## config.mk

```make
export PLATFORM = sky130hd
export DESIGN_NAME = buck4_config_registers
export DESIGN_NICKNAME = d
export VERILOG_FILES = /design/src/inc/buck4_cfg_pkg.sv /design/src/hdl/buck4_config_registers.sv
export SDC_FILE = /design/constraint.sdc
export NUM_CORES = 1
export LEC_CHECK = 0
export BUFFER_PORTS_ARGS = -buffer_cell sky130_fd_sc_hd__buf_2
export CAP_MARGIN = 20
export CORE_MARGIN = 1.5
export CORE_UTILIZATION = 30
export DETAILED_ROUTE_END_ITERATION = 8
export PLACE_DENSITY = 0.58
export SLEW_MARGIN = 0
export SYNTH_ARGS = -nofsm -noshare
export SYNTH_HDL_FRONTEND = slang
export SYNTH_SLANG_ARGS = --single-unit
export TNS_END_PERCENT = 20
```

## constraint.sdc

```tcl
create_clock -name sys_clk_i -period 5.8 [get_ports sys_clk_i]
set_input_delay 0.29 -clock sys_clk_i [delete_from_list [all_inputs] [get_ports sys_clk_i]]
set_output_delay 0.29 -clock sys_clk_i [all_outputs]
set_load 0.01 [all_outputs]
```

## src/inc/buck4_cfg_pkg.sv

```systemverilog
package buck4_cfg_pkg;

  // register map
  localparam logic [7:0] ADDR_STANDBY = 8'h4b;
  localparam logic [7:0] ADDR_SLEEP = 8'h4c;
  localparam logic [7:0] ADDR_MODE = 8'h4d;
  localparam logic [7:0] ADDR_CONFIG = 8'h4e;

  // field positions
  localparam int SETPOINT_LSB = 0;
  localparam int MODE_LSB = 0;
  localparam int SLEEP_BEH_BIT = 5;
  localparam int ILIM_BIT = 0;
  localparam int FREQ_LSB = 2;
  localparam int PHASE_LSB = 4;
  localparam int SLEW_LSB = 6;

  // reset values
  localparam logic [5:0] SETPOINT_RST = 6'h00;
  localparam logic [3:0] MODE_RST = 4'h8;
  localparam logic SLEEP_BEH_RST = 1'b0;
  localparam logic ILIM_RST = 1'b0;
  localparam logic [1:0] SEL2_RST = 2'h0;

  // set-point coding: 625 mV at code 9, 25 mV per step
  localparam logic [5:0] SETPOINT_MIN_CODE = 6'h09;
  localparam logic [10:0] SETPOINT_MIN_MV = 11'h271;
  localparam logic [10:0] SETPOINT_STEP_MV = 11'h019;

  // switching frequency coding
  localparam logic [1:0] FREQ_SEL_1MHZ = 2'h0;
  localparam logic [1:0] FREQ_SEL_2MHZ = 2'h1;
  localparam logic [1:0] FREQ_SEL_4MHZ = 2'h2;
  localparam logic [12:0] FREQ_1MHZ_KHZ = 13'h3e8;
  localparam logic [12:0] FREQ_2MHZ_KHZ = 13'h7d0;
  localparam logic [12:0] FREQ_4MHZ_KHZ = 13'hfa0;

  // serial port framing
  localparam logic [3:0] BYTE_BITS = 4'h8;
  localparam logic [3:0] LAST_DATA_BIT = 4'h7;

  typedef enum logic [2:0] {
    BUS_IDLE = 3'b000,
    BUS_ADDR = 3'b001,
    BUS_PTR = 3'b010,
    BUS_WRITE = 3'b011,
    BUS_READ = 3'b100
  } bus_phase_t;

  typedef struct packed {
    logic [5:0] standby_setpoint;
    logic [5:0] sleep_setpoint;
    logic [3:0] switching_mode_select;
    logic sleep_behaviour_select;
    logic current_limit_select;
    logic [1:0] frequency_select;
    logic [1:0] phase_clock_select;
    logic [1:0] slew_speed_select;
  } regulator_config_t;

  typedef struct packed {
    regulator_config_t cfg;
    logic [3:0] effective_mode;
    logic [10:0] standby_target_mv;
    logic [10:0] sleep_target_mv;
    logic [12:0] switch_freq_khz;
  } buck_ctrl_t;

  typedef struct packed {
    bus_phase_t phase;
    logic [3:0] bitcnt;
    logic [7:0] shreg;
    logic [7:0] ptr;
    logic rw;
    logic ack_drv;
    logic master_nack;
    logic sda_oe;
    logic scl_q;
    logic sda_q;
    buck_ctrl_t ctrl;
  } block_state_t;

endpackage : buck4_cfg_pkg

```

## src/hdl/buck4_config_registers.sv

```systemverilog
`timescale 1ns/100ps

// Contract
// - Register 0x4B holds a read/write six-bit standby set point in bits 5:0, reset to zero.
// - Register 0x4C holds a read/write six-bit sleep set point in bits 5:0, reset to zero.
// - Register 0x4D holds a read/write four-bit switching-mode selector in bits 3:0, reset to 8.
// - Bit 5 of 0x4D selects sleep behaviour: 0 turns off, 1 keeps running in PFM; resets to 0.
// - Bit 0 of 0x4E selects the current limit: 0 high level, 1 low level; resets to 0.
// - Bits 3:2 of 0x4E select the switching frequency and reset to zero.
// - Bits 5:4 of 0x4E select the phase clock and reset to zero.
// - Bits 7:6 of 0x4E select the voltage slew speed and reset to zero.
// - Set-point codes 9 to 63 map linearly to 625 mV to 1975 mV in 25 mV steps.
// - Frequency codes 0, 1 and 2 give 1, 2 and 4 MHz.
// - In termination mode after start-up, writes are ignored and only PWM switching is used.
module buck4_config_registers
  import buck4_cfg_pkg::*;
#(
  parameter logic [6:0] DEVICE_ADDR = 7'h08,
  parameter logic [3:0] PWM_MODE_CODE = 4'h1
) (
  input wire logic sys_clk_i,
  input wire logic rst_n_i,
  input wire logic scl_i,
  input wire logic sda_i,
  input wire logic memory_termination_mode_i,
  input wire logic startup_done_i,
  output logic sda_o,
  output logic sda_oe_o,
  output buck_ctrl_t ctrl_o
);

  function automatic logic [7:0] read_reg(input logic [7:0] addr, input regulator_config_t c);
    read_reg = 8'h00;
    if (addr == ADDR_STANDBY) begin
      read_reg[SETPOINT_LSB +: 6] = c.standby_setpoint;
    end else if (addr == ADDR_SLEEP) begin
      read_reg[SETPOINT_LSB +: 6] = c.sleep_setpoint;
    end else if (addr == ADDR_MODE) begin
      read_reg[MODE_LSB +: 4] = c.switching_mode_select;
      read_reg[SLEEP_BEH_BIT] = c.sleep_behaviour_select;
    end else if (addr == ADDR_CONFIG) begin
      read_reg[ILIM_BIT] = c.current_limit_select;
      read_reg[FREQ_LSB +: 2] = c.frequency_select;
      read_reg[PHASE_LSB +: 2] = c.phase_clock_select;
      read_reg[SLEW_LSB +: 2] = c.slew_speed_select;
    end
  endfunction : read_reg

  function automatic regulator_config_t write_reg(input regulator_config_t c,
                                                  input logic [7:0] addr,
                                                  input logic [7:0] d);
    write_reg = c;
    if (addr == ADDR_STANDBY) begin
      write_reg.standby_setpoint = d[SETPOINT_LSB +: 6];
    end else if (addr == ADDR_SLEEP) begin
      write_reg.sleep_setpoint = d[SETPOINT_LSB +: 6];
    end else if (addr == ADDR_MODE) begin
      write_reg.switching_mode_select = d[MODE_LSB +: 4];
      write_reg.sleep_behaviour_select = d[SLEEP_BEH_BIT];
    end else if (addr == ADDR_CONFIG) begin
      write_reg.current_limit_select = d[ILIM_BIT];
      write_reg.frequency_select = d[FREQ_LSB +: 2];
      write_reg.phase_clock_select = d[PHASE_LSB +: 2];
      write_reg.slew_speed_select = d[SLEW_LSB +: 2];
    end
  endfunction : write_reg

  // codes below the table read as 0 mV
  function automatic logic [10:0] to_mv(input logic [5:0] code);
    if (code < SETPOINT_MIN_CODE) begin
      to_mv = 11'h000;
    end else begin
      to_mv = SETPOINT_MIN_MV + 11'(6'(code - SETPOINT_MIN_CODE)) * SETPOINT_STEP_MV;
    end
  endfunction : to_mv

  // reserved code reads as 0 kHz
  function automatic logic [12:0] to_khz(input logic [1:0] sel);
    unique case (sel)
      FREQ_SEL_1MHZ: to_khz = FREQ_1MHZ_KHZ;
      FREQ_SEL_2MHZ: to_khz = FREQ_2MHZ_KHZ;
      FREQ_SEL_4MHZ: to_khz = FREQ_4MHZ_KHZ;
      default: to_khz = 13'h0000;
    endcase
  endfunction : to_khz

  function automatic buck_ctrl_t derive(input regulator_config_t c, input logic lock);
    derive.cfg = c;
    derive.effective_mode = lock ? PWM_MODE_CODE : c.switching_mode_select;
    derive.standby_target_mv = to_mv(c.standby_setpoint);
    derive.sleep_target_mv = to_mv(c.sleep_setpoint);
    derive.switch_freq_khz = to_khz(c.frequency_select);
  endfunction : derive

  localparam regulator_config_t CFG_RST = '{
    standby_setpoint: SETPOINT_RST,
    sleep_setpoint: SETPOINT_RST,
    switching_mode_select: MODE_RST,
    sleep_behaviour_select: SLEEP_BEH_RST,
    current_limit_select: ILIM_RST,
    frequency_select: SEL2_RST,
    phase_clock_select: SEL2_RST,
    slew_speed_select: SEL2_RST
  };

  localparam block_state_t ST_RST = '{
    phase: BUS_IDLE, bitcnt: 4'h0, shreg: 8'h00, ptr: 8'h00, rw: 1'b0, ack_drv: 1'b0,
    master_nack: 1'b0, sda_oe: 1'b0, scl_q: 1'b1, sda_q: 1'b1,
    ctrl: derive(CFG_RST, 1'b0)
  };

  block_state_t st;
  block_state_t next_st;
  logic lock;
  logic start_cond;
  logic stop_cond;
  logic scl_rise;
  logic scl_fall;
  logic wr_fire;
  logic [7:0] rd_byte;

  assign lock = memory_termination_mode_i & startup_done_i;
  assign start_cond = st.scl_q & scl_i & st.sda_q & ~sda_i;
  assign stop_cond = st.scl_q & scl_i & ~st.sda_q & sda_i;
  assign scl_rise = scl_i & ~st.scl_q;
  assign scl_fall = ~scl_i & st.scl_q;
  assign wr_fire = scl_fall & (st.phase == BUS_WRITE) & ~st.ack_drv & (st.bitcnt == BYTE_BITS);
  assign rd_byte = read_reg(st.ptr, st.ctrl.cfg);

  always_comb begin
    next_st = st;
    next_st.scl_q = scl_i;
    next_st.sda_q = sda_i;
    if (start_cond) begin
      next_st.phase = BUS_ADDR;
      next_st.bitcnt = 4'h0;
      next_st.ack_drv = 1'b0;
      next_st.sda_oe = 1'b0;
    end else if (stop_cond) begin
      next_st.phase = BUS_IDLE;
      next_st.ack_drv = 1'b0;
      next_st.sda_oe = 1'b0;
    end else if (scl_rise) begin
      if (st.phase == BUS_READ) begin
        if (st.bitcnt == BYTE_BITS) begin
          next_st.master_nack = sda_i;
        end
      end else if (st.phase != BUS_IDLE && st.bitcnt != BYTE_BITS) begin
        next_st.shreg = {st.shreg[6:0], sda_i};
        next_st.bitcnt = st.bitcnt + 4'h1;
      end
    end else if (scl_fall) begin
      unique case (st.phase)
        BUS_IDLE: begin
        end
        BUS_ADDR, BUS_PTR, BUS_WRITE: begin
          if (st.ack_drv) begin
            next_st.ack_drv = 1'b0;
            next_st.sda_oe = 1'b0;
            next_st.bitcnt = 4'h0;
            if (st.phase == BUS_ADDR && st.rw) begin
              next_st.phase = BUS_READ;
              next_st.shreg = rd_byte;
              next_st.sda_oe = ~rd_byte[7];
            end else if (st.phase == BUS_ADDR) begin
              next_st.phase = BUS_PTR;
            end else begin
              next_st.phase = BUS_WRITE;
            end
          end else if (st.bitcnt == BYTE_BITS) begin
            if (st.phase == BUS_ADDR && st.shreg[7:1] != DEVICE_ADDR) begin
              next_st.phase = BUS_IDLE;
            end else begin
              next_st.ack_drv = 1'b1;
              next_st.sda_oe = 1'b1;
              if (st.phase == BUS_ADDR) begin
                next_st.rw = st.shreg[0];
              end else if (st.phase == BUS_PTR) begin
                next_st.ptr = st.shreg;
              end else begin
                next_st.ptr = st.ptr + 8'h01;
              end
            end
          end
        end
        BUS_READ: begin
          if (st.bitcnt == BYTE_BITS) begin
            if (st.master_nack) begin
              next_st.phase = BUS_IDLE;
              next_st.sda_oe = 1'b0;
            end else begin
              next_st.ptr = st.ptr + 8'h01;
              next_st.shreg = read_reg(st.ptr + 8'h01, st.ctrl.cfg);
              next_st.sda_oe = ~next_st.shreg[7];
              next_st.bitcnt = 4'h0;
            end
          end else if (st.bitcnt == LAST_DATA_BIT) begin
            next_st.sda_oe = 1'b0;
            next_st.bitcnt = BYTE_BITS;
          end else begin
            next_st.shreg = {st.shreg[6:0], 1'b0};
            next_st.sda_oe = ~st.shreg[6];
            next_st.bitcnt = st.bitcnt + 4'h1;
          end
        end
        default: begin
          next_st.phase = BUS_IDLE;
          next_st.sda_oe = 1'b0;
        end
      endcase
    end
    if (wr_fire && !lock) begin
      next_st.ctrl.cfg = write_reg(st.ctrl.cfg, st.ptr, st.shreg);
    end
    next_st.ctrl = derive(next_st.ctrl.cfg, lock);
  end

  always_ff @(posedge sys_clk_i) begin
    if (!rst_n_i) begin
      st <= ST_RST;
    end else begin
      st <= next_st;
    end
  end

  assign sda_o = 1'b0;
  assign sda_oe_o = st.sda_oe;
  assign ctrl_o = st.ctrl;
endmodule : buck4_config_registers

```

# [Word level (Yosys, flattened, before mapping)]
# Cells that the tools add are included.
[totals] word_cells=227 register_bits=92 input_bits=6
[classes] order_cmp=2 n_reduce_logical=29 add_sub_neg=6 mul=2 bitwise_logic=27 n_mux=96 eq_ne=41
[ops] operator="$mux 20" count=5
[ops] operator="$mux 10" count=8
[ops] operator="$mux 12" count=6
[ops] operator="$eq 8x7->1 const B" count=8
[ops] operator="$mux 9" count=6
[ops] operator="$mux 6" count=8
[ops] operator="$mux 8" count=5
[ops] operator="$pmux 20 s2" count=1
[ops] operator="$ne 6x6->1 const B" count=6
[ops] operator="$pmux 12 s3" count=1
[ops] operator="$mux 2" count=16
[ops] operator="$mux 24" count=1
[ops] operator="$ne 3x3->1 const B" count=8
[ops] operator="$mux 23" count=1
[ops] operator="$add 10x11->11 const A" count=2
[ops] operator="$mul 6x5->11 const B" count=2
[ops] operator="$mux 1" count=22
[ops] operator="$mux 21" count=1
[ops] operator="$reduce_and 7->1" count=3
[ops] operator="$mux 18" count=1
[ops] operator="$mux 3" count=6
[ops] operator="$not 1->1" count=16
[ops] operator="$ne 5x5->1 const B" count=3
[ops] operator="$reduce_and 5->1" count=3
[ops] operator="other kinds (34)" count=64

# [Longest topological paths before layout]
[depth] depth_word=24 mapped_depth=23 ltp_nobuf=21

# [Worst setup path after synthesis]
# No wires, ideal clock.
[synth_timing] path_type="register -> register" startpoint="register st[85] in the netlist's numbering" endpoint="register st (netlist bit ctrl_o[34])" stages_incl_launch_ff=21 setup_time_ns=0.070 arrival_ns=5.140 synth_period_minus_slack_ns=5.209 path_slack_ns=0.591 n_path_buf=1 cell_sequence="dfxtp_1 > inv_1 > ha_1 > nand3b_4 > or4_1 > buf_2 > nor2_2 > mux2i_1 > ha_1 > ha_1 > ha_1 > fa_1 > inv_1 > ha_1 > ha_1 > a31oi_1 > o21ai_0 > a31oi_1 > or2_2 > a211o_1 > a21oi_1"
[synth_via] elab_chain_cells=7 elab_cells_between_ends=9
[synth_rtl] item="from (decl)" line="buck4_config_registers.sv:112" text="block_state_t st;"
[synth_rtl] item="from (signal assigned)" line="buck4_config_registers.sv:222" text="st <= next_st;"
[synth_rtl] item="$eq 4x4->1 *" line="buck4_config_registers.sv:127" text="assign wr_fire = scl_fall & (st.phase == BUS_WRITE) & ~st.ack_drv & (st.bitcnt == BYTE_BITS);"
[synth_rtl] item="$and 1x1->1 *" line="buck4_config_registers.sv:127"
[synth_rtl] item="$logic_and 1x1->1 *" line="buck4_config_registers.sv:212" text="if (wr_fire && !lock) begin"
[synth_rtl] item="$mux 24 *" line="buck4_config_registers.sv:212"
[synth_rtl] item="$sub 6x4->6" line="buck4_config_registers.sv:73" text="to_mv = SETPOINT_MIN_MV + 11'(6'(code - SETPOINT_MIN_CODE)) * SETPOINT_STEP_MV;"
[synth_rtl] item="$mul 6x5->11" line="buck4_config_registers.sv:73"
[synth_rtl] item="$add 10x11->11" line="buck4_config_registers.sv:73"
# Every way passes the cells marked *; elsewhere a longest branch is shown, timed or not.
# A chain may end at the register's enable or synchronous reset.

# [Final worst setup path]
# Same ends and word-level chain as after synthesis.

==> qor.txt <==
top_reg_cell synth: dfxtp_1
Layout Nets: 844
syn avg cell area: 8.16 um^2
startpoint types: flip-flop
Clock Tree Buf Depth: 2
crit path time final: 5.32 ns
synthesized-area fraction occupied by adder cells: 13.6%
Switching Power: 0.000327 W
Total Routing Usage GR: 15.0%
Clk network pwr share: 46.5%
commonest cells after routing, fill and taps aside: dfxtp_1 (86), ha_1 (66), buf_2 (65), nor2_1 (63), nand2_1 (59)
DRT iter0 DRCs: 526
Setup Skew: 0.0144 ns
pwr/cell area: 183 nW/um^2
first-pass GRT wire length: 26,200 um
Ys Warns: 0
EDFF count, synth: 0
Async SR Flop Fraction: 0%
Gate power share: 5.2%
M3 GR Usage: 2.73%
gr busiest metal: met2
Critical Path End Type: flip-flop
RSZ-0062 raised after global routing: no
Initial Util: 30.4%
Filler Cell Count: 2,208
mux contribution to synthesized area: 4.67%
Final setup viols: 0
layout cells sized above 1: 15.4%
leakage power: 2.91 nW
Cell variety after synth: 71
GR Util met2: 23.1%
Core Util, Final: 32.6%
H-tree Lvls: 3
CTS sink cnt: 86
Synth Area in Compound Gates: 17.2%
Routed Antenna Nets: 0
synthesis-to-layout area growth: 7.20%
setup_tns: 0 ns
core area: 20,900 um^2
TritonCTS buffer count: 9
clock transition at the registers of the reported paths: 0.08 ns
worst endpoint required time: 6.10 ns
Synth Instances: 778
crit share post-route: 91.7%
largest net degree at the start of global routing: 34
Post-Syn Area: 6350 um^2
ant diodes: 0
CTS tree: yes
sequential area share after synthesis: 27.1%
drt pass-1 iters: 7
Synth Register Bits: 86
Worst slew margin: 27.4%
Worst Path Arrival: 5.61 ns
worst-margin pin slew: 1.06 ns
Hold Violations, Final: 0
Boundary Pins: 71
number of port buffers: 65
Die X: 148 um
cts hold-fix bufs: 0
Post-CTS Setup Bufs: 0
Final Max Tran Viols: 0
# rows: 53
post-synthesis simple-gate area fraction: 20.2%
grt ovf: 0
status: complete, no violations
post-synthesis xor/xnor area fraction: 3.94%
vias in the first global route: 4,912
vias post-DR: 5,346
Setup CP Type: flip-flop to flip-flop
WL per Instance: 15.7 um
Die Ht: 148 um
Max Cap Violations: 0
commonest non-fill, non-tap cell in the layout: dfxtp_1
Vias/cell: 5.09
Worst VDD drop: 0.105 mV
total wire length: 16,400 um
Post-DP HPWL: 12,200 um
M1 GR Usage: 20.5%
cts repair resizes: 0
# DRC: 0
Clock Tree Root: clkbuf_16
cell internal pwr: 0.000915 W
Switching Fraction: 26.3%
Hold Path Class: input pin to flip-flop
largest family of logic cells by synthesized area: simple AND/OR/NAND/NOR gates
die footprint: 22,000 um^2
Sequential Power Share: 48.3%
worst-skew pair later-pin latency: 0.36 ns
Fmax: 188 MHz
critical-path maximum fanout: 6
RePlAce Congestion: 0.904
initial antenna violation count: 0
synth_stat cells (12+ instances only):
master,instances,share of area (%)
clkbuf_1,33,2.0
nand2b_1,12,1.2
xor2_1,13,1.8
a31oi_1,12,1.2
inv_1,43,2.5
nand2_1,59,3.5
ha_1,66,13
nor3_1,17,1.3
nand3_1,12,0.95
dfxtp_1,86,27
o21ai_0,50,3.9
buf_4,66,7.8
a21oi_1,52,4.1
xnor2_1,13,1.8
mux2i_1,27,4.3
nor2_1,63,3.7
cell families after synthesis:
group | Yosys count
AND/OR/NAND/NOR | 243
AO/OA/AOI/OAI | 173
buffers and inverters | 151
flip-flops | 86
adder cells (fa/ha/maj) | 68
multiplexers | 29
XOR/XNOR | 27
other | 1
metrics by stage:
step	cell area [um^2]	setup slack [ns]	total power [W]	hold slack, ns	std cells
floorplan	6360	0.591	0.000657	0.386	782
global placement	6500	0.568	0.000677	0.494	1033
detailed placement	6500	0.451	0.000677	0.499	1033
CTS	6790	0.493	0.00126	0.188	1049
global route	6800	0.193	0.00129	0.218	1050
finish	6800	0.481	0.00124	0.193	1050
state kept, by name, indices dropped and copies added, names as in the netlist:
name / cells
sda_oe_o: 1
ctrl_o: 57
st: 28
layout make-up:
| class | instances | area, um^2 | share of cell area, % |
|---|---|---|---|
| repair buffers | 85 | 482 | 7.08 |
| clock inverters | 7 | 67.6 | 0.993 |
| inverters | 43 | 161 | 2.37 |
| well taps | 275 | 344 | 5.06 |
| multi-input cells | 545 | 3800 | 55.9 |
| flip-flops and latches | 86 | 1720 | 25.3 |
| clock buffers | 9 | 225 | 3.31 |
routing by layer:
layer	wire length, um	vias up
li1	-	2639
met1	7760	2495
met2	7330	187
met3	979	25
met4	369	0
met5	0	-
power groups by stage:
stage / Sequential, W / Clock, W / Combinational (W)
2_1_floorplan: 0.000610 / 0 / 0.0000475
3_3_place_gp: 0.000613 / 0 / 0.0000631
3_5_place_dp: 0.000613 / 0 / 0.0000632
4_1_cts: 0.000600 / 0.000594 / 0.0000638
5_1_grt: 0.000600 / 0.000623 / 0.0000704
6_report: 0.000600 / 0.000578 / 0.0000643
critical path, cell delays in order, from the launching register on:
cell	delay, ns
dfxtp_1	0.35
inv_1	0.07
ha_1	0.23
nand3b_4	0.10
or4_1	0.64
nor2_2	0.26
mux2i_1	0.26
ha_1	0.24
ha_1	0.28
ha_1	0.33
fa_1	0.51
inv_1	0.04
ha_1	0.28
ha_1	0.33
a31oi_1	0.13
o21ai_0	0.31
a31oi_1	0.20
or2_2	0.31
a211o_1	0.26
a21oi_1	0.13
worst paths after layout:
check	startpoint	endpoint	slack, ns	cells after the start
max	st[85]	ctrl_o[34]	0.48	19
min	scl_i	st[64]	0.19	3
max reg2reg	st[85]	ctrl_o[34]	0.48	19
min reg2reg	st[86]	st[86]	0.50	2
(Power assumes the default switching activity.)
